$ cat src/logic/rps_pkg.sv
// constants and state codes for the reset pin control block
// assumes a single 50 MHz system clock with synchronous active-high reset
package rps_pkg;

  // ****************************************************
  // widths
  // ****************************************************
  localparam int unsigned DATA_W = 16;
  localparam int unsigned CS_W   = 11;
  localparam int unsigned MOD_W  = 8;

  // ****************************************************
  // timing, in system clock output cycles except the half period
  // ****************************************************
  localparam logic [9:0] STRETCH_TICKS   = 10'h200;
  localparam logic [9:0] FLOAT_TICKS     = 10'h00A;
  localparam logic [9:0] FIRST_BUS_TICKS = 10'h00A;
  // system clock output half period, in system clock cycles
  localparam logic [3:0] SYSTEM_CLOCK_OUTPUT_HALF     = 4'h1;

  // ****************************************************
  // reset values and field positions
  // ****************************************************
  localparam logic              BOOT_CS_NEGATED = 1'b1;
  localparam logic [CS_W-1:0]   CS_NEGATED      = 11'h7FF;
  localparam logic [DATA_W-1:0] MODE_DEFAULT    = 16'hFFFF;
  localparam int unsigned       MODE_BOOT_BIT   = 0;

  // ****************************************************
  // sequencer states
  // ****************************************************
  typedef enum logic [5:0] {
    S_EXT     = 6'h01,
    S_STRETCH = 6'h02,
    S_FLOAT   = 6'h04,
    S_MODE    = 6'h08,
    S_EXC     = 6'h10,
    S_RUN     = 6'h20
  } rps_seq_t;

endpackage

$ cat src/logic/rps_reset_pin_ctrl.sv
// reset pin sequencer and pin state control of the system integration unit
// assumes reset and data pins arrive asynchronously; int_reset_req_i is
// on clk_sys_i; the open-drain reset pin is resolved outside
`timescale 1ns/1ns
`default_nettype none
//  Contract
// - reset returns module pins to port inputs
// - clear alternate functions and direction registers
// - unit pins float or drive inactive
// - mode selection precedes reset exception processing
// - outputs start functioning only after release
// - driver state independent of pin function
// - low data lines select alternate configuration
// - first bus cycle ten clock-outs later
// - hold reset pin 512 clock-outs more
module rps_reset_pin_ctrl (
  input  wire logic                        clk_sys_i,
  input  wire logic                        rst_i,
  input  wire logic                        reset_pin_i,
  input  wire logic                        int_reset_req_i,
  input  wire logic [rps_pkg::DATA_W-1:0]  data_pin_i,
  output logic                             reset_pin_o,
  output logic                             reset_pin_oe_o,
  output logic                             system_clock_output_o,
  output logic [rps_pkg::MOD_W-1:0]        alt_fn_en_o,
  output logic [rps_pkg::MOD_W-1:0]        port_dir_o,
  output logic                             sim_pin_oe_o,
  output logic [rps_pkg::CS_W-1:0]         cs_n_o,
  output logic                             boot_cs_n_o,
  output logic                             boot_port_8bit_o,
  output logic [rps_pkg::DATA_W-1:0]       mode_word_o,
  output logic                             out_en_o,
  output logic                             exc_start_o,
  output logic                             bus_start_o
);
  import rps_pkg::*;

  // ****************************************************
  // state record
  // ****************************************************
  typedef struct packed {
    logic              rst_meta;
    logic              rst_sync;
    logic [DATA_W-1:0] data_meta;
    logic [DATA_W-1:0] data_sync;
    rps_seq_t          st;
    logic [9:0]        cnt;
    logic              pin_oe;
    logic              in_rst;
    logic              sim_oe;
    logic              boot_cs_n;
    logic              boot8;
    logic [DATA_W-1:0] mode;
    logic              exc_start;
    logic              bus_start;
  } rps_ctrl_t;

  rps_ctrl_t s_q;
  rps_ctrl_t s_d;
  logic      tick;

  rps_system_clock_output_div u_div (
    .clk_sys_i (clk_sys_i),
    .rst_i     (rst_i),
    .system_clock_output_o  (system_clock_output_o),
    .tick_o    (tick)
  );

  // ****************************************************
  // sequencer
  // ****************************************************
  always_comb begin
    s_d           = s_q;
    s_d.rst_meta  = reset_pin_i;
    s_d.rst_sync  = s_q.rst_meta;
    s_d.data_meta = data_pin_i;
    s_d.data_sync = s_q.data_meta;
    s_d.exc_start = 1'b0;
    s_d.bus_start = 1'b0;
    unique case (s_q.st)
      S_EXT: begin
        // external source holds the pin; stretch once it lets go
        if (s_q.rst_sync) begin
          s_d.st  = S_STRETCH;
          s_d.cnt = STRETCH_TICKS;
        end
      end
      S_STRETCH: begin
        if (tick) begin
          if (s_q.cnt == 10'h001) begin
            if (!int_reset_req_i) begin
              s_d.st  = S_FLOAT;
              s_d.cnt = FLOAT_TICKS;
            end
          end else begin
            s_d.cnt = s_q.cnt - 10'h001;
          end
        end
      end
      S_FLOAT: begin
        if (tick) begin
          if (s_q.cnt == 10'h001) begin
            if (s_q.rst_sync) begin
              s_d.st = S_MODE;
            end else begin
              s_d.st  = S_STRETCH;
              s_d.cnt = STRETCH_TICKS;
            end
          end else begin
            s_d.cnt = s_q.cnt - 10'h001;
          end
        end
      end
      S_MODE: begin
        s_d.mode      = s_q.data_sync;
        s_d.boot8     = ~s_q.data_sync[MODE_BOOT_BIT];
        s_d.st        = S_EXC;
        s_d.cnt       = FIRST_BUS_TICKS;
        s_d.exc_start = 1'b1;
      end
      S_EXC: begin
        if (tick) begin
          if (s_q.cnt == 10'h001) begin
            s_d.st        = S_RUN;
            s_d.bus_start = 1'b1;
          end else begin
            s_d.cnt = s_q.cnt - 10'h001;
          end
        end
      end
      S_RUN: begin
        if (int_reset_req_i) begin
          s_d.st  = S_STRETCH;
          s_d.cnt = STRETCH_TICKS;
        end else if (!s_q.rst_sync) begin
          s_d.st = S_EXT;
        end
      end
      default: begin
        s_d.st  = S_STRETCH;
        s_d.cnt = STRETCH_TICKS;
      end
    endcase
    // outputs follow the next state so they leave flip-flops directly
    s_d.pin_oe    = (s_d.st == S_STRETCH);
    s_d.in_rst    = !(s_d.st == S_EXC || s_d.st == S_RUN);
    s_d.sim_oe    = !s_d.in_rst;
    s_d.boot_cs_n = s_d.in_rst;
  end

  always_ff @(posedge clk_sys_i) begin
    if (rst_i) begin
      s_q <= '{rst_meta: 1'b0, rst_sync: 1'b0,
               data_meta: MODE_DEFAULT, data_sync: MODE_DEFAULT,
               st: S_STRETCH, cnt: STRETCH_TICKS, pin_oe: 1'b1,
               in_rst: 1'b1, sim_oe: 1'b0, boot_cs_n: BOOT_CS_NEGATED,
               boot8: 1'b0, mode: MODE_DEFAULT, exc_start: 1'b0,
               bus_start: 1'b0};
    end else begin
      s_q <= s_d;
    end
  end

  // ****************************************************
  // pin outputs
  // ****************************************************
  assign reset_pin_o      = 1'b0;
  assign reset_pin_oe_o   = s_q.pin_oe;
  assign alt_fn_en_o      = {MOD_W{s_q.sim_oe}};
  assign port_dir_o       = {MOD_W{s_q.sim_oe}};
  assign sim_pin_oe_o     = s_q.sim_oe;
  assign cs_n_o           = CS_NEGATED;
  assign boot_cs_n_o      = s_q.boot_cs_n;
  assign boot_port_8bit_o = s_q.boot8;
  assign mode_word_o      = s_q.mode;
  assign out_en_o         = s_q.sim_oe;
  assign exc_start_o      = s_q.exc_start;
  assign bus_start_o      = s_q.bus_start;

  // ****************************************************
  // checks
  // ****************************************************
  logic [10:0] hold_cyc;
  always_ff @(posedge clk_sys_i) begin
    if (rst_i || !reset_pin_oe_o) begin
      hold_cyc <= 11'h000;
    end else if (hold_cyc != 11'h7FF) begin
      hold_cyc <= hold_cyc + 11'h001;
    end
  end

  port_default_a:
    assert property (@(posedge clk_sys_i) disable iff (rst_i)
      $rose(reset_pin_oe_o) |-> (alt_fn_en_o == '0) && (port_dir_o == '0))
    else $error("module pins not returned to port inputs");
  dir_cleared_a:
    assert property (@(posedge clk_sys_i) disable iff (rst_i)
      (s_q.st == S_FLOAT) |-> (port_dir_o == '0) && (alt_fn_en_o == '0))
    else $error("direction or function not cleared in reset");
  unit_pins_idle_a:
    assert property (@(posedge clk_sys_i) disable iff (rst_i)
      reset_pin_oe_o |-> !sim_pin_oe_o && (cs_n_o == CS_NEGATED))
    else $error("unit pin driven active during reset");
  mode_first_a:
    assert property (@(posedge clk_sys_i) disable iff (rst_i)
      exc_start_o |-> $past(s_q.st == S_MODE) && $changed(s_q.st))
    else $error("exception start not preceded by mode selection");
  outputs_late_a:
    assert property (@(posedge clk_sys_i) disable iff (rst_i)
      $rose(out_en_o) |-> exc_start_o)
    else $error("outputs enabled before release");
  drive_indep_a:
    assert property (@(posedge clk_sys_i) disable iff (rst_i)
      $changed(mode_word_o) |-> $past(!sim_pin_oe_o))
    else $error("pin driver tied to function change");
  mode_latch_a:
    assert property (@(posedge clk_sys_i) disable iff (rst_i)
      (s_q.st == S_MODE) |=> (mode_word_o == $past(s_q.data_sync)))
    else $error("mode word not latched from data lines");
  first_bus_a:
    assert property (@(posedge clk_sys_i) disable iff (rst_i)
      exc_start_o && !int_reset_req_i |->
        ##[18:21] (bus_start_o || int_reset_req_i))
    else $error("first bus cycle not ten clock-outs after release");
  stretch_len_a:
    assert property (@(posedge clk_sys_i) disable iff (rst_i)
      $fell(reset_pin_oe_o) |-> ($past(hold_cyc) >= 11'h3FC))
    else $error("reset pin released before 512 clock-outs");
  boot_cs_a:
    assert property (@(posedge clk_sys_i) disable iff (rst_i)
      bus_start_o |-> !boot_cs_n_o && (cs_n_o == CS_NEGATED)
        && $past(!boot_cs_n_o, 18))
    else $error("boot chip-select not asserted after release");

endmodule
`default_nettype wire

$ cat src/logic/rps_system_clock_output_div.sv
// system clock output divider: pin level and one-cycle rising-edge tick
// assumes clk_sys_i is the only clock; rst_i is synchronous
`timescale 1ns/1ns
`default_nettype none
module rps_system_clock_output_div (
  input  wire logic clk_sys_i,
  input  wire logic rst_i,
  output logic      system_clock_output_o,
  output logic      tick_o
);
  import rps_pkg::*;

  typedef struct packed {
    logic [3:0] cnt;
    logic       lvl;
    logic       tick;
  } rps_div_t;

  rps_div_t s_q;
  rps_div_t s_d;

  always_comb begin
    s_d      = s_q;
    s_d.tick = 1'b0;
    if (s_q.cnt == 4'h1) begin
      s_d.cnt  = SYSTEM_CLOCK_OUTPUT_HALF;
      s_d.lvl  = ~s_q.lvl;
      s_d.tick = ~s_q.lvl;
    end else begin
      s_d.cnt = s_q.cnt - 4'h1;
    end
  end

  always_ff @(posedge clk_sys_i) begin
    if (rst_i) begin
      s_q <= '{cnt: SYSTEM_CLOCK_OUTPUT_HALF, lvl: 1'b0, tick: 1'b0};
    end else begin
      s_q <= s_d;
    end
  end

  assign system_clock_output_o = s_q.lvl;
  assign tick_o   = s_q.tick;

endmodule
`default_nettype wire

$ cat config.mk
export PLATFORM = sky130hd
export DESIGN_NAME = rps_reset_pin_ctrl
export DESIGN_NICKNAME = d
export VERILOG_FILES = /design/src/logic/rps_pkg.sv /design/src/logic/rps_reset_pin_ctrl.sv /design/src/logic/rps_system_clock_output_div.sv
export SDC_FILE = /design/constraint.sdc
export NUM_CORES = 1
export LEC_CHECK = 0
export BUFFER_PORTS_ARGS = -buffer_cell sky130_fd_sc_hd__clkbuf_2
export CAP_MARGIN = 20
export CELL_PAD_IN_SITES_DETAIL_PLACEMENT = 0
export CELL_PAD_IN_SITES_GLOBAL_PLACEMENT = 1
export CORE_ASPECT_RATIO = 0.7
export CORE_MARGIN = 1.5
export CORE_UTILIZATION = 41
export CTS_CLUSTER_DIAMETER = 60
export CTS_CLUSTER_SIZE = 8
export DETAILED_ROUTE_END_ITERATION = 16
export GPL_TIMING_DRIVEN = 0
export PLACE_DENSITY = 0.78
export RECOVER_POWER = 100
export SYNTH_ARGS = -nofsm -noshare
export SYNTH_HDL_FRONTEND = slang
export SYNTH_HIERARCHICAL = 1
export SYNTH_SLANG_ARGS = --single-unit
$ cat constraint.sdc
create_clock -name clk_sys_i -period 2.4 [get_ports clk_sys_i]
set_input_delay 0.48 -clock clk_sys_i [delete_from_list [all_inputs] [get_ports clk_sys_i]]
set_output_delay 0.48 -clock clk_sys_i [all_outputs]
set_load 0.01 [all_outputs]
==> run_summary.xml, run 1 <==
<?xml version="1.0" encoding="UTF-8"?>
<metrics>
  <group name="worst_setup_path">
    <metric name="arrival" unit="ns">2.51</metric>
    <metric name="worst_path_max_delay_cell" unit="">sky130_fd_sc_hd__o21ai_0</metric>
    <metric name="timing.critical_path.to_type" unit="">flop</metric>
    <metric name="r2r_start" unit="">s_q[35]$_SDFF_PP0_</metric>
    <metric name="required" unit="ns">2.62</metric>
    <metric name="cp.buffers_inverters" unit="">1</metric>
    <metric name="worst_setup_path_startpoint" unit="">s_q[35]$_SDFF_PP0_</metric>
    <metric name="critPathTopFamily" unit="">compound AO/OA/AOI/OAI gates</metric>
    <metric name="worst_path_largest_cell_delay" unit="ns">0.53</metric>
    <metric name="crit_fanout" unit="">10</metric>
    <metric name="cp_cell_sequence" unit="">clkbuf_1, or3_1, o21ai_0, nand4_1, o32a_1</metric>
    <metric name="cp-start-kind" unit="">flop</metric>
    <metric name="crit_type" unit="">flop to flop</metric>
  </group>
  <group name="logic_synthesis">
    <metric name="netlist-cell-type-count" unit="">57</metric>
    <metric name="synth-main-ff-cell" unit="">sky130_fd_sc_hd__dfxtp_1</metric>
    <metric name="post_synth_instance_area" unit="sq um">3430</metric>
    <metric name="syn-mean-instance-area" unit="sq um">9.12</metric>
    <metric name="synth_seq_cells" unit="">78</metric>
    <metric name="synth-warning-count" unit="">6</metric>
    <metric name="synth_cells" unit="">376</metric>
    <metric name="ys_async_sr_fraction" unit="">0</metric>
    <metric name="synth-edff-count" unit="">0</metric>
    <metric name="synth.yosys.seq_area_share" unit="">0.455</metric>
  </group>
  <group name="route">
    <metric name="totalWireLength" unit="mm">6.85</metric>
    <metric name="drc" unit="">0</metric>
    <metric name="detail-route-antenna-nets" unit="">0</metric>
    <metric name="route.detailed.vias_per_inst" unit="">4.73</metric>
    <metric name="detail_route.wl_per_cell" unit="um">12.1</metric>
    <metric name="via_count" unit="">2672</metric>
    <metric name="firstDrtPassIters" unit="">7</metric>
    <metric name="dr.first_iter.drc_count" unit="">147</metric>
  </group>
  <group name="placed_design">
    <metric name="placement.setup.worst_slack" unit="ns">0.0960</metric>
    <metric name="placement.io_buffers" unit="">59</metric>
    <metric name="detailedPlacementHpwl" unit="mm">4.93</metric>
    <metric name="gp_congestion" unit="">0.845</metric>
  </group>
  <group name="timing">
    <metric name="finalWorstSetupSlack" unit="ns">0.112</metric>
    <metric name="fin_skew" unit="ns">0.00494</metric>
    <metric name="worst_case_headroom_to_the_max_slew_limit" unit="">0.472</metric>
    <metric name="report.final.setup_viol" unit="">0</metric>
    <metric name="finalMaxSlewViolations" unit="">0</metric>
    <metric name="rsz0062_at_grt" unit="">no</metric>
    <metric name="finalWorstPathRequiredPeriod" unit="ns">2.29</metric>
    <metric name="timing.final.crit_share" unit="">0.954</metric>
    <metric name="accumulated_negative_setup_slack" unit="ns">0</metric>
    <metric name="final_hold_vio_count" unit="">0</metric>
    <metric name="clock.fmax" unit="MHz">437</metric>
    <metric name="slew_at_the_pin_closest_to_its_max_slew_limit" unit="ns">0.784</metric>
  </group>
  <group name="global_route">
    <metric name="via_count_of_the_first_global_routing_pass" unit="">2467</metric>
    <metric name="gr-total-overflow" unit="">0</metric>
    <metric name="grt_use_total" unit="">0.165</metric>
    <metric name="global_route.peak_usage_layer" unit="">met2</metric>
    <metric name="grt_start_max_net_pins" unit="">19</metric>
    <metric name="groute.layer.met1.usage" unit="">0.222</metric>
    <metric name="use_met3" unit="">0.0440</metric>
    <metric name="use_met2" unit="">0.250</metric>
    <metric name="grt_pass1_wl" unit="mm">11.5</metric>
    <metric name="grt_antenna_before_repair" unit="">0</metric>
  </group>
  <group name="power_and_ir_drop">
    <metric name="power.share.combinational" unit="">0.088</metric>
    <metric name="leakage" unit="uW">0.00184</metric>
    <metric name="switching_share" unit="">0.260</metric>
    <metric name="clock_power_share" unit="">0.448</metric>
    <metric name="net-switching-power" unit="uW">778</metric>
    <metric name="ir_drop" unit="uV">357</metric>
    <metric name="cellPowerDensity" unit="nW/um^2">714</metric>
    <metric name="pwr-share-seq" unit="">0.464</metric>
    <metric name="intPower" unit="uW">2210</metric>
  </group>
  <group name="cts">
    <metric name="worstSkewPairLatency" unit="ns">0.33</metric>
    <metric name="clock-root-buffer" unit="">sky130_fd_sc_hd__clkbuf_16</metric>
    <metric name="cts_tree" unit="">done</metric>
    <metric name="cts.reportedPaths.clkPinSlew" unit="ns">0.07</metric>
    <metric name="max-clock-path-buffers" unit="">2</metric>
    <metric name="cts_buffers" unit="">9</metric>
    <metric name="clock_sink_count" unit="">78</metric>
    <metric name="cts_max_level" unit="">3</metric>
  </group>
  <group name="die">
    <metric name="floorplan.rows" unit="">27</metric>
    <metric name="start_util" unit="">0.430</metric>
    <metric name="placeableCoreArea" unit="sq um">7970</metric>
    <metric name="design.portCount" unit="">72</metric>
    <metric name="die_h" unit="um">79.5</metric>
    <metric name="chipWidth" unit="um">112</metric>
    <metric name="total_die_area" unit="sq um">8930</metric>
  </group>
  <group name="cells_and_area">
    <metric name="mostFrequentLayoutCells" unit="">sky130_fd_sc_hd__dfxtp_1, sky130_fd_sc_hd__clkbuf_1, sky130_fd_sc_hd__nand2_1</metric>
    <metric name="layout-drive-gt1-share" unit="">0.321</metric>
    <metric name="n_antenna_cell" unit="">0</metric>
    <metric name="nNetsFinal" unit="">483</metric>
    <metric name="layout-area-overhead-vs-synth" unit="%">22.0</metric>
    <metric name="mostFrequentLayoutCell" unit="">sky130_fd_sc_hd__dfxtp_1</metric>
    <metric name="layout.core_utilization" unit="">0.525</metric>
  </group>
  <group name="run_status">
    <metric name="outcome" unit="">finished clean</metric>
  </group>
  <group name="worst_hold_path">
    <metric name="hold_path.class" unit="">primary input to flop</metric>
    <metric name="min_from" unit="">data_pin_i[7]</metric>
  </group>
  <group name="job">
    <metric name="max_capacitance_violation_count" unit="">0</metric>
  </group>
</metrics>
-- path summary, 6_finish.rpt --
path	to	slack, ns	cells after the start
min reg2reg	s_q[39]$_SDFF_PP1_	0.40	1
min	s_d[46]$_SDFF_PP1_	0.32	2
max reg2reg	s_q[32]$_SDFFE_PP1P_	0.11	5
max	s_q[32]$_SDFFE_PP1P_	0.11	5
-- repair_timing --
item,in CTS,in global routing
hold buffers,0,0
buffers inserted,0,3
setup endpoints to repair,0,8
gates resized for setup,0,2
-- synthesized netlist by cell type, drive strengths merged, types with 4 or more instances --
library cell	instances	share of area
nor3b	6	0.018
nand2b	4	0.0073
o21ai	5	0.0073
inv	9	0.0098
nor3	15	0.022
ha	4	0.015
o31ai	4	0.0088
a221o	4	0.013
nor2	14	0.015
dfxtp	78	0.46
or3	4	0.0073
a21oi	5	0.011
clkbuf	17	0.019
buf	51	0.11
or4	5	0.012
nor4	8	0.015
xnor2	4	0.010
or2	34	0.062
nand2	41	0.045
nand3	16	0.023
-- metal layers --
| layer | part of all wire | wire, um | vias up |
|---|---|---|---|
| li1 | - | - | 1399 |
| met4 | 0.018 | 120 | 0 |
| met3 | 0.071 | 487 | 10 |
| met5 | 0 | 0 | - |
| met1 | 0.51 | 3470 | 1165 |
| met2 | 0.40 | 2770 | 98 |
-- stage by stage --
| step | power, uW | hold WS [ns] | instance area [sq um] | cells |
|---|---|---|---|---|
| finish | 2990 | 0.319 | 4190 | 565 |
| global route | 3120 | 0.314 | 4190 | 565 |
| CTS | 3010 | 0.309 | 4190 | 562 |
| detailed placement | 1670 | 0.392 | 3890 | 546 |
| global placement | 1660 | 0.394 | 3890 | 546 |
| floorplan | 1600 | 0.389 | 3470 | 386 |
-- flip-flops by register name, summed over array words and instances (netlist names), 4 cells and up --
register / cells
s_q: 33
s_d: 17
mode_word_o: 16
u_div/s_q: 4
-- logic make-up (layout without fill, tap and decap cells) --
group	Yosys count	after routing	share of synthesized area
simple gates	163	163	0.263
flops	78	78	0.455
buf+inv	77	155	0.139
compound gates	43	43	0.102
xor+xnor	6	6	0.0153
fa+ha+maj	4	4	0.0146
mux	3	3	0.00875
other cells	2	12	0.00219
-- power by group through the flow --
stage | clock [uW] | combinational [uW] | sequential (uW)
final | 1340 | 263 | 1390
after global routing | 1430 | 299 | 1390
after CTS | 1370 | 258 | 1380
after detailed placement | 0 | 258 | 1410
after global placement | 0 | 253 | 1410
after floorplan | 0 | 200 | 1400
-- layout make-up --
type | instances | area [sq um]
multi-input combinational | 231 | 1440
clock buffer | 9 | 225
fill | 788 | 3790
sequential | 78 | 1560
tap | 101 | 126
buffer | 68 | 442
timing repair buffer | 62 | 284
inverter | 9 | 33.8
clock inverter | 7 | 75.1
Note: power is estimated with default switching activity, not from simulation.
==> inputs of run 2 (changes only) <==
--- a/config.mk
+++ b/config.mk
@@ -17,7 +17,6 @@
 export DETAILED_ROUTE_END_ITERATION = 16
 export GPL_TIMING_DRIVEN = 0
 export PLACE_DENSITY = 0.78
-export RECOVER_POWER = 100
 export SYNTH_ARGS = -nofsm -noshare
 export SYNTH_HDL_FRONTEND = slang
 export SYNTH_HIERARCHICAL = 1
==> run 2 against run 1 <==
  * Clock power hardly changed
  * Sequential share of layout area fell by 0.35 points
  * Combinational power about the same
  * Register-to-register slack lost 0.03 ns
  * First-iteration DRC count is 21% lower
  * Non-clock buffer count stayed put
  * Setup slack worse by 0.029 ns
  * Final cell count unchanged
  * Via count fell by 0.11%
  * Count of clock-buffer cells in the layout stayed put
  * Highest routed layer unchanged
==> run_summary.xml, run 2 (synthesis gave the netlist of run 1 again) <==
<?xml version="1.0" encoding="UTF-8"?>
<metrics>
  <group name="run_status">
    <metric name="outcome" unit="">finished clean</metric>
  </group>
  <group name="power_and_ir_drop">
    <metric name="intPower" unit="uW">2210</metric>
    <metric name="pwr-share-seq" unit="">0.464</metric>
    <metric name="ir_drop" unit="uV">357</metric>
    <metric name="net-switching-power" unit="uW">778</metric>
    <metric name="report.power.total" unit="uW">2990</metric>
    <metric name="power.share.combinational" unit="">0.088</metric>
    <metric name="leakage" unit="uW">0.00193</metric>
    <metric name="cellPowerDensity" unit="nW/um^2">707</metric>
    <metric name="clock_power_share" unit="">0.448</metric>
    <metric name="switching_share" unit="">0.260</metric>
  </group>
  <group name="placed_design">
    <metric name="placement.io_buffers" unit="">59</metric>
    <metric name="gp_congestion" unit="">0.845</metric>
    <metric name="detailedPlacementHpwl" unit="mm">4.93</metric>
  </group>
  <group name="worst_setup_path">
    <metric name="timing.critical_path.to_type" unit="">flop</metric>
    <metric name="rrSetupSlack" unit="ns">0.08</metric>
    <metric name="required" unit="ns">2.62</metric>
    <metric name="regToRegEndpoint" unit="">s_q[32]$_SDFFE_PP1P_</metric>
    <metric name="cp-start-kind" unit="">flop</metric>
    <metric name="r2r_start" unit="">s_q[35]$_SDFF_PP0_</metric>
    <metric name="rr_worst_depth" unit="">5</metric>
    <metric name="crit_type" unit="">flop to flop</metric>
    <metric name="crit_fanout" unit="">10</metric>
    <metric name="arrival" unit="ns">2.54</metric>
  </group>
  <group name="worst_hold_path">
    <metric name="min_delay_worst_endpoint" unit="">s_d[46]$_SDFF_PP1_</metric>
    <metric name="min_from" unit="">data_pin_i[7]</metric>
    <metric name="hold_path.class" unit="">primary input to flop</metric>
    <metric name="hold_path_depth" unit="">2</metric>
  </group>
  <group name="cells_and_area">
    <metric name="n_antenna_cell" unit="">0</metric>
    <metric name="nNetsFinal" unit="">483</metric>
    <metric name="largest_register" unit="">s_q</metric>
    <metric name="mostFrequentLayoutCell" unit="">sky130_fd_sc_hd__dfxtp_1</metric>
    <metric name="largest_register_ff_count" unit="">33</metric>
    <metric name="layout-area-overhead-vs-synth" unit="%">23.2</metric>
    <metric name="layout.core_utilization" unit="">0.530</metric>
    <metric name="mostFrequentLayoutCells" unit="">sky130_fd_sc_hd__dfxtp_1, sky130_fd_sc_hd__clkbuf_2, sky130_fd_sc_hd__buf_4</metric>
    <metric name="layout-drive-gt1-share" unit="">0.379</metric>
  </group>
  <group name="die">
    <metric name="floorplan.rows" unit="">27</metric>
    <metric name="chipWidth" unit="um">112</metric>
    <metric name="design.portCount" unit="">72</metric>
    <metric name="total_die_area" unit="sq um">8930</metric>
    <metric name="start_util" unit="">0.430</metric>
    <metric name="die_h" unit="um">79.5</metric>
    <metric name="placeableCoreArea" unit="sq um">7970</metric>
  </group>
  <group name="timing">
    <metric name="rsz0062_at_grt" unit="">no</metric>
    <metric name="timing.final.crit_share" unit="">0.966</metric>
    <metric name="final_hold_vio_count" unit="">0</metric>
    <metric name="slew_at_the_pin_closest_to_its_max_slew_limit" unit="ns">0.788</metric>
    <metric name="finalMaxSlewViolations" unit="">0</metric>
    <metric name="fin_skew" unit="ns">0.00432</metric>
    <metric name="worst_case_headroom_to_the_max_slew_limit" unit="">0.470</metric>
    <metric name="clock.fmax" unit="MHz">431</metric>
    <metric name="finalWorstPathRequiredPeriod" unit="ns">2.32</metric>
    <metric name="report.final.setup_viol" unit="">0</metric>
    <metric name="accumulated_negative_setup_slack" unit="ns">0</metric>
  </group>
  <group name="job">
    <metric name="max_capacitance_violation_count" unit="">0</metric>
  </group>
  <group name="cts">
    <metric name="clock-root-buffer" unit="">sky130_fd_sc_hd__clkbuf_16</metric>
    <metric name="cts_buffers" unit="">9</metric>
    <metric name="cts_tree" unit="">done</metric>
    <metric name="worstSkewPairLatency" unit="ns">0.33</metric>
    <metric name="holdBufCountCts" unit="">0</metric>
    <metric name="max-clock-path-buffers" unit="">2</metric>
    <metric name="cts.reportedPaths.clkPinSlew" unit="ns">0.07</metric>
    <metric name="clock_sink_count" unit="">78</metric>
    <metric name="cts_max_level" unit="">3</metric>
  </group>
  <group name="route">
    <metric name="totalWireLength" unit="mm">6.84</metric>
    <metric name="via_count" unit="">2669</metric>
    <metric name="firstDrtPassIters" unit="">7</metric>
    <metric name="detail-route-antenna-nets" unit="">0</metric>
    <metric name="dr.first_iter.drc_count" unit="">116</metric>
    <metric name="route.detailed.vias_per_inst" unit="">4.72</metric>
    <metric name="drc" unit="">0</metric>
    <metric name="detail_route.wl_per_cell" unit="um">12.1</metric>
  </group>
  <group name="global_route">
    <metric name="via_count_of_the_first_global_routing_pass" unit="">2467</metric>
    <metric name="grt_start_max_net_pins" unit="">19</metric>
    <metric name="gr-total-overflow" unit="">0</metric>
    <metric name="grt_pass1_wl" unit="mm">11.5</metric>
    <metric name="grt_use_total" unit="">0.165</metric>
    <metric name="grt_antenna_before_repair" unit="">0</metric>
  </group>
</metrics>
==> run 2: cell count changes in the layout (fill, tap and decap cells not counted) <==
cell / delta
sky130_fd_sc_hd__nor3b_2: +1
sky130_fd_sc_hd__buf_4: +18
sky130_fd_sc_hd__clkbuf_4: -17
sky130_fd_sc_hd__clkbuf_1: -26
sky130_fd_sc_hd__clkbuf_2: +24
sky130_fd_sc_hd__buf_2: +1
sky130_fd_sc_hd__nor3b_1: -1
==> run 2: critical path, stage by stage, from the launching register on <==
cell	delay [ns]
sky130_fd_sc_hd__dfxtp_1	0.32
sky130_fd_sc_hd__clkbuf_1	0.25
sky130_fd_sc_hd__or3_1	0.42
sky130_fd_sc_hd__o21ai_0	0.56
sky130_fd_sc_hd__nand4_1	0.27
sky130_fd_sc_hd__o32a_1	0.39
==> run 2: area by class of cell <==
type / instances / area, sq um
Tap cell: 101 / 126
Clock inverter: 7 / 75.1
Inverter: 9 / 33.8
Sequential cell: 78 / 1560
Timing Repair Buffer: 62 / 318
Multi-Input combinational cell: 231 / 1440
Buffer: 68 / 443
Fill cell: 765 / 3750
Clock buffer: 9 / 225
==> run 2: what timing repair did <==
item,4_1_cts,5_1_grt
setup buffers,0,3
setup endpoints to repair,0,8
resized for setup,0,2
==> run 2: worst max path at each step <==
| stage | start | endpoint | slack (ns) | cells after the start |
|---|---|---|---|---|
| after global routing | s_q[36]$_SDFF_PP0_ | s_q[32]$_SDFFE_PP1P_ | 0.0004 | 7 |
| after global placement | s_q[33]$_SDFF_PP0_ | s_q[32]$_SDFFE_PP1P_ | 0.11 | 7 |
| after detailed placement | s_q[24]$_SDFFE_PP0P_ | s_q[26]$_SDFFE_PP0P_ | 0.1 | 7 |
| after floorplan | s_q[34]$_SDFF_PP1_ | s_q[32]$_SDFFE_PP1P_ | 0.39 | 7 |
| final | s_q[35]$_SDFF_PP0_ | s_q[32]$_SDFFE_PP1P_ | 0.08 | 5 |
| after CTS | s_q[24]$_SDFFE_PP0P_ | s_q[26]$_SDFFE_PP0P_ | 0.07 | 7 |
==> run 2: power by group through the flow <==
stage	logic, uW	clock network (uW)	registers, uW
after global routing	300	1430	1390
after global placement	253	0	1410
after CTS	258	1370	1380
final	264	1340	1390
after floorplan	200	0	1400
after detailed placement	258	0	1410
==> run 2: metrics by stage <==
step	setup WS [ns]	hold slack, ns	instance area [sq um]	instances
6_report	0.0821	0.319	4230	565
5_1_grt	0.000351	0.314	4230	565
4_1_cts	0.0740	0.309	4190	562
3_5_place_dp	0.0960	0.392	3890	546
3_3_place_gp	0.109	0.394	3890	546
2_1_floorplan	0.387	0.389	3470	386
==> run 2: metal layers <==
| metal | track usage | wire [um] | vias to the layer above |
|---|---|---|---|
| met5 | 0 | 0 | - |
| met4 | 0.0696 | 121 | 0 |
| met3 | 0.0440 | 423 | 11 |
| met2 | 0.250 | 2770 | 90 |
| met1 | 0.222 | 3520 | 1167 |
| li1 | - | - | 1401 |
==> inputs of run 3 (changes only) <==
--- a/config.mk
+++ b/config.mk
@@ -9,8 +9,8 @@
 export CAP_MARGIN = 20
 export CELL_PAD_IN_SITES_DETAIL_PLACEMENT = 0
 export CELL_PAD_IN_SITES_GLOBAL_PLACEMENT = 1
-export CORE_ASPECT_RATIO = 0.7
-export CORE_MARGIN = 1.5
+export CORE_ASPECT_RATIO = 1.25
+export CORE_MARGIN = 2
 export CORE_UTILIZATION = 41
 export CTS_CLUSTER_DIAMETER = 60
 export CTS_CLUSTER_SIZE = 8
==> run 3 against run 2 <==
  * The run now ends with DRC left
  * Die area is 2.1% higher
  * Cell area is 2.4% lower
  * Non-clock buffer count is 1 higher
  * Final cell count is 0.53% lower
  * Sequential power hardly changed
  * Worst hold slack worse by 0.018 ns
  * Core utilization is 2.7 points lower
  * Power is 14% lower
  * Clock skew is 0.0056 ns higher
  * Critical path type unchanged
  * Routed wire length is 0.42% lower
  * Sequential cell count stayed put
==> run_summary.xml, run 3 (synthesis gave the netlist of run 1 again) <==
<?xml version="1.0" encoding="UTF-8"?>
<metrics>
  <group name="route">
    <metric name="detail-route-antenna-nets" unit="">0</metric>
    <metric name="via_count" unit="">2698</metric>
    <metric name="firstDrtPassIters" unit="">10</metric>
    <metric name="drc" unit="">4</metric>
    <metric name="detail_route.wl_per_cell" unit="um">12.1</metric>
    <metric name="totalWireLength" unit="mm">6.81</metric>
    <metric name="dr.first_iter.drc_count" unit="">107</metric>
    <metric name="route.detailed.vias_per_inst" unit="">4.80</metric>
  </group>
  <group name="cells_and_area">
    <metric name="largest_register_ff_count" unit="">33</metric>
    <metric name="layout.core_utilization" unit="">0.503</metric>
    <metric name="layout-drive-gt1-share" unit="">0.383</metric>
    <metric name="final-seq-area" unit="sq um">1560</metric>
    <metric name="multiInputGateArea" unit="sq um">1450</metric>
    <metric name="instances_no_fill" unit="">562</metric>
    <metric name="mostFrequentLayoutCell" unit="">sky130_fd_sc_hd__dfxtp_1</metric>
    <metric name="layout-area-overhead-vs-synth" unit="%">20.2</metric>
    <metric name="final_cell_area" unit="sq um">4120</metric>
    <metric name="nNetsFinal" unit="">484</metric>
    <metric name="mostFrequentLayoutCells" unit="">sky130_fd_sc_hd__dfxtp_1, sky130_fd_sc_hd__clkbuf_2, sky130_fd_sc_hd__buf_4</metric>
    <metric name="filler_cell_count" unit="">802</metric>
    <metric name="largest_register" unit="">s_q</metric>
    <metric name="n_antenna_cell" unit="">0</metric>
  </group>
  <group name="worst_setup_path">
    <metric name="cp-start-kind" unit="">flop</metric>
    <metric name="arrival" unit="ns">2.60</metric>
    <metric name="r2r_start" unit="">s_q[33]$_SDFF_PP0_</metric>
    <metric name="worst_setup_path_startpoint" unit="">s_q[33]$_SDFF_PP0_</metric>
    <metric name="worst_path_largest_cell_delay" unit="ns">0.72</metric>
    <metric name="cp.buffers_inverters" unit="">2</metric>
    <metric name="worst_path_max_delay_cell" unit="">sky130_fd_sc_hd__nor4_1</metric>
    <metric name="crit_type" unit="">flop to flop</metric>
    <metric name="required" unit="ns">2.68</metric>
    <metric name="critPathTopFamily" unit="">simple AND/OR/NAND/NOR gates</metric>
    <metric name="cp_cell_sequence" unit="">buf_2, or4_4, buf_6, nor4_1, a2111oi_0, nor3_1</metric>
    <metric name="timing.critical_path.to_type" unit="">flop</metric>
    <metric name="crit_fanout" unit="">9</metric>
  </group>
  <group name="die">
    <metric name="total_die_area" unit="sq um">9120</metric>
    <metric name="die_h" unit="um">106</metric>
    <metric name="placeableCoreArea" unit="sq um">8190</metric>
    <metric name="chipWidth" unit="um">85.8</metric>
    <metric name="start_util" unit="">0.419</metric>
    <metric name="floorplan.rows" unit="">37</metric>
    <metric name="design.portCount" unit="">72</metric>
  </group>
  <group name="power_and_ir_drop">
    <metric name="report.power.total" unit="uW">2580</metric>
    <metric name="leakage" unit="uW">0.00188</metric>
    <metric name="ir_drop" unit="uV">323</metric>
    <metric name="cellPowerDensity" unit="nW/um^2">625</metric>
  </group>
  <group name="timing">
    <metric name="clock.fmax" unit="MHz">432</metric>
    <metric name="finalWorstPathRequiredPeriod" unit="ns">2.32</metric>
    <metric name="finalMaxSlewViolations" unit="">0</metric>
    <metric name="accumulated_negative_setup_slack" unit="ns">0</metric>
    <metric name="final_hold_vio_count" unit="">0</metric>
    <metric name="fin_skew" unit="ns">0.00996</metric>
    <metric name="timing.final.crit_share" unit="">0.965</metric>
    <metric name="slew_at_the_pin_closest_to_its_max_slew_limit" unit="ns">0.872</metric>
    <metric name="worst_case_headroom_to_the_max_slew_limit" unit="">0.413</metric>
    <metric name="report.final.setup_viol" unit="">0</metric>
  </group>
  <group name="placed_design">
    <metric name="placement.io_buffers" unit="">59</metric>
    <metric name="gp_congestion" unit="">0.910</metric>
    <metric name="placed_area" unit="sq um">3880</metric>
    <metric name="placed_cells" unit="">542</metric>
    <metric name="detailedPlacementHpwl" unit="mm">4.94</metric>
  </group>
  <group name="global_route">
    <metric name="gr-total-overflow" unit="">0</metric>
    <metric name="grt_antenna_before_repair" unit="">0</metric>
    <metric name="grt_pass1_wl" unit="mm">11.4</metric>
    <metric name="use_met2" unit="">0.257</metric>
    <metric name="via_count_of_the_first_global_routing_pass" unit="">2463</metric>
    <metric name="use_met3" unit="">0.0311</metric>
    <metric name="global_route.peak_usage_layer" unit="">met2</metric>
    <metric name="groute.layer.met1.usage" unit="">0.191</metric>
    <metric name="grt_start_max_net_pins" unit="">19</metric>
    <metric name="grt_use_total" unit="">0.158</metric>
  </group>
  <group name="job">
    <metric name="max_capacitance_violation_count" unit="">0</metric>
  </group>
  <group name="cts">
    <metric name="cts_tree" unit="">done</metric>
    <metric name="cts.reportedPaths.clkPinSlew" unit="ns">0.09</metric>
    <metric name="cts_buffers" unit="">9</metric>
    <metric name="clock_sink_count" unit="">78</metric>
    <metric name="worstSkewPairLatency" unit="ns">0.35</metric>
    <metric name="max-clock-path-buffers" unit="">2</metric>
    <metric name="holdBufCountCts" unit="">0</metric>
    <metric name="cts_max_level" unit="">3</metric>
    <metric name="clock-root-buffer" unit="">sky130_fd_sc_hd__clkbuf_8</metric>
  </group>
  <group name="worst_hold_path">
    <metric name="hold_path.class" unit="">primary input to flop</metric>
    <metric name="min_from" unit="">data_pin_i[14]</metric>
  </group>
  <group name="run_status">
    <metric name="violated_checks" unit="">DRC</metric>
    <metric name="outcome" unit="">finished, violations left</metric>
  </group>
</metrics>
## run 3: final cells by class
class	instances	share of cell area
Buffer	68	0.107
Clock buffer	9	0.0300
Clock inverter	7	0.0158
Inverter	9	0.00819
Multi-Input combinational cell	231	0.352
Sequential cell	78	0.379
Tap cell	97	0.0294
Timing Repair Buffer	63	0.0789
## run 3: metrics by stage
step / setup slack [ns] / hold WS [ns]
final: 0.0833 / 0.301
after global routing: -0.0425 / 0.276
after CTS: 0.0778 / 0.282
after detailed placement: 0.106 / 0.393
after global placement: 0.128 / 0.391
after floorplan: 0.387 / 0.389
## run 3: routing by layer
| layer | up-vias | wire length [um] |
|---|---|---|
| li1 | 1391 | - |
| met1 | 1205 | 2980 |
| met2 | 82 | 3310 |
| met3 | 20 | 323 |
| met4 | 0 | 194 |
| met5 | - | 0 |
## run 3: what timing repair did
item	CTS	global route
setup buffers	0	4
setup endpoints to repair	0	12
resized for setup	0	4
## run 3: final timing paths
| kind | endpoint | slack [ns] | cells after the start |
|---|---|---|---|
| worst min-delay path | s_d[53]$_SDFF_PP1_ | 0.30 | 2 |
| worst min register to register | s_q[44]$_SDFF_PP1_ | 0.41 | 1 |
| worst max-delay path | s_q[35]$_SDFF_PP0_ | 0.08 | 6 |
| worst max register to register | s_q[35]$_SDFF_PP0_ | 0.08 | 6 |
## run 3: power breakdown
part | internal, uW | total, uW | switching (uW)
combinational | 123 | 260 | 136
clock | 395 | 935 | 541
sequential | 1350 | 1380 | 35.9
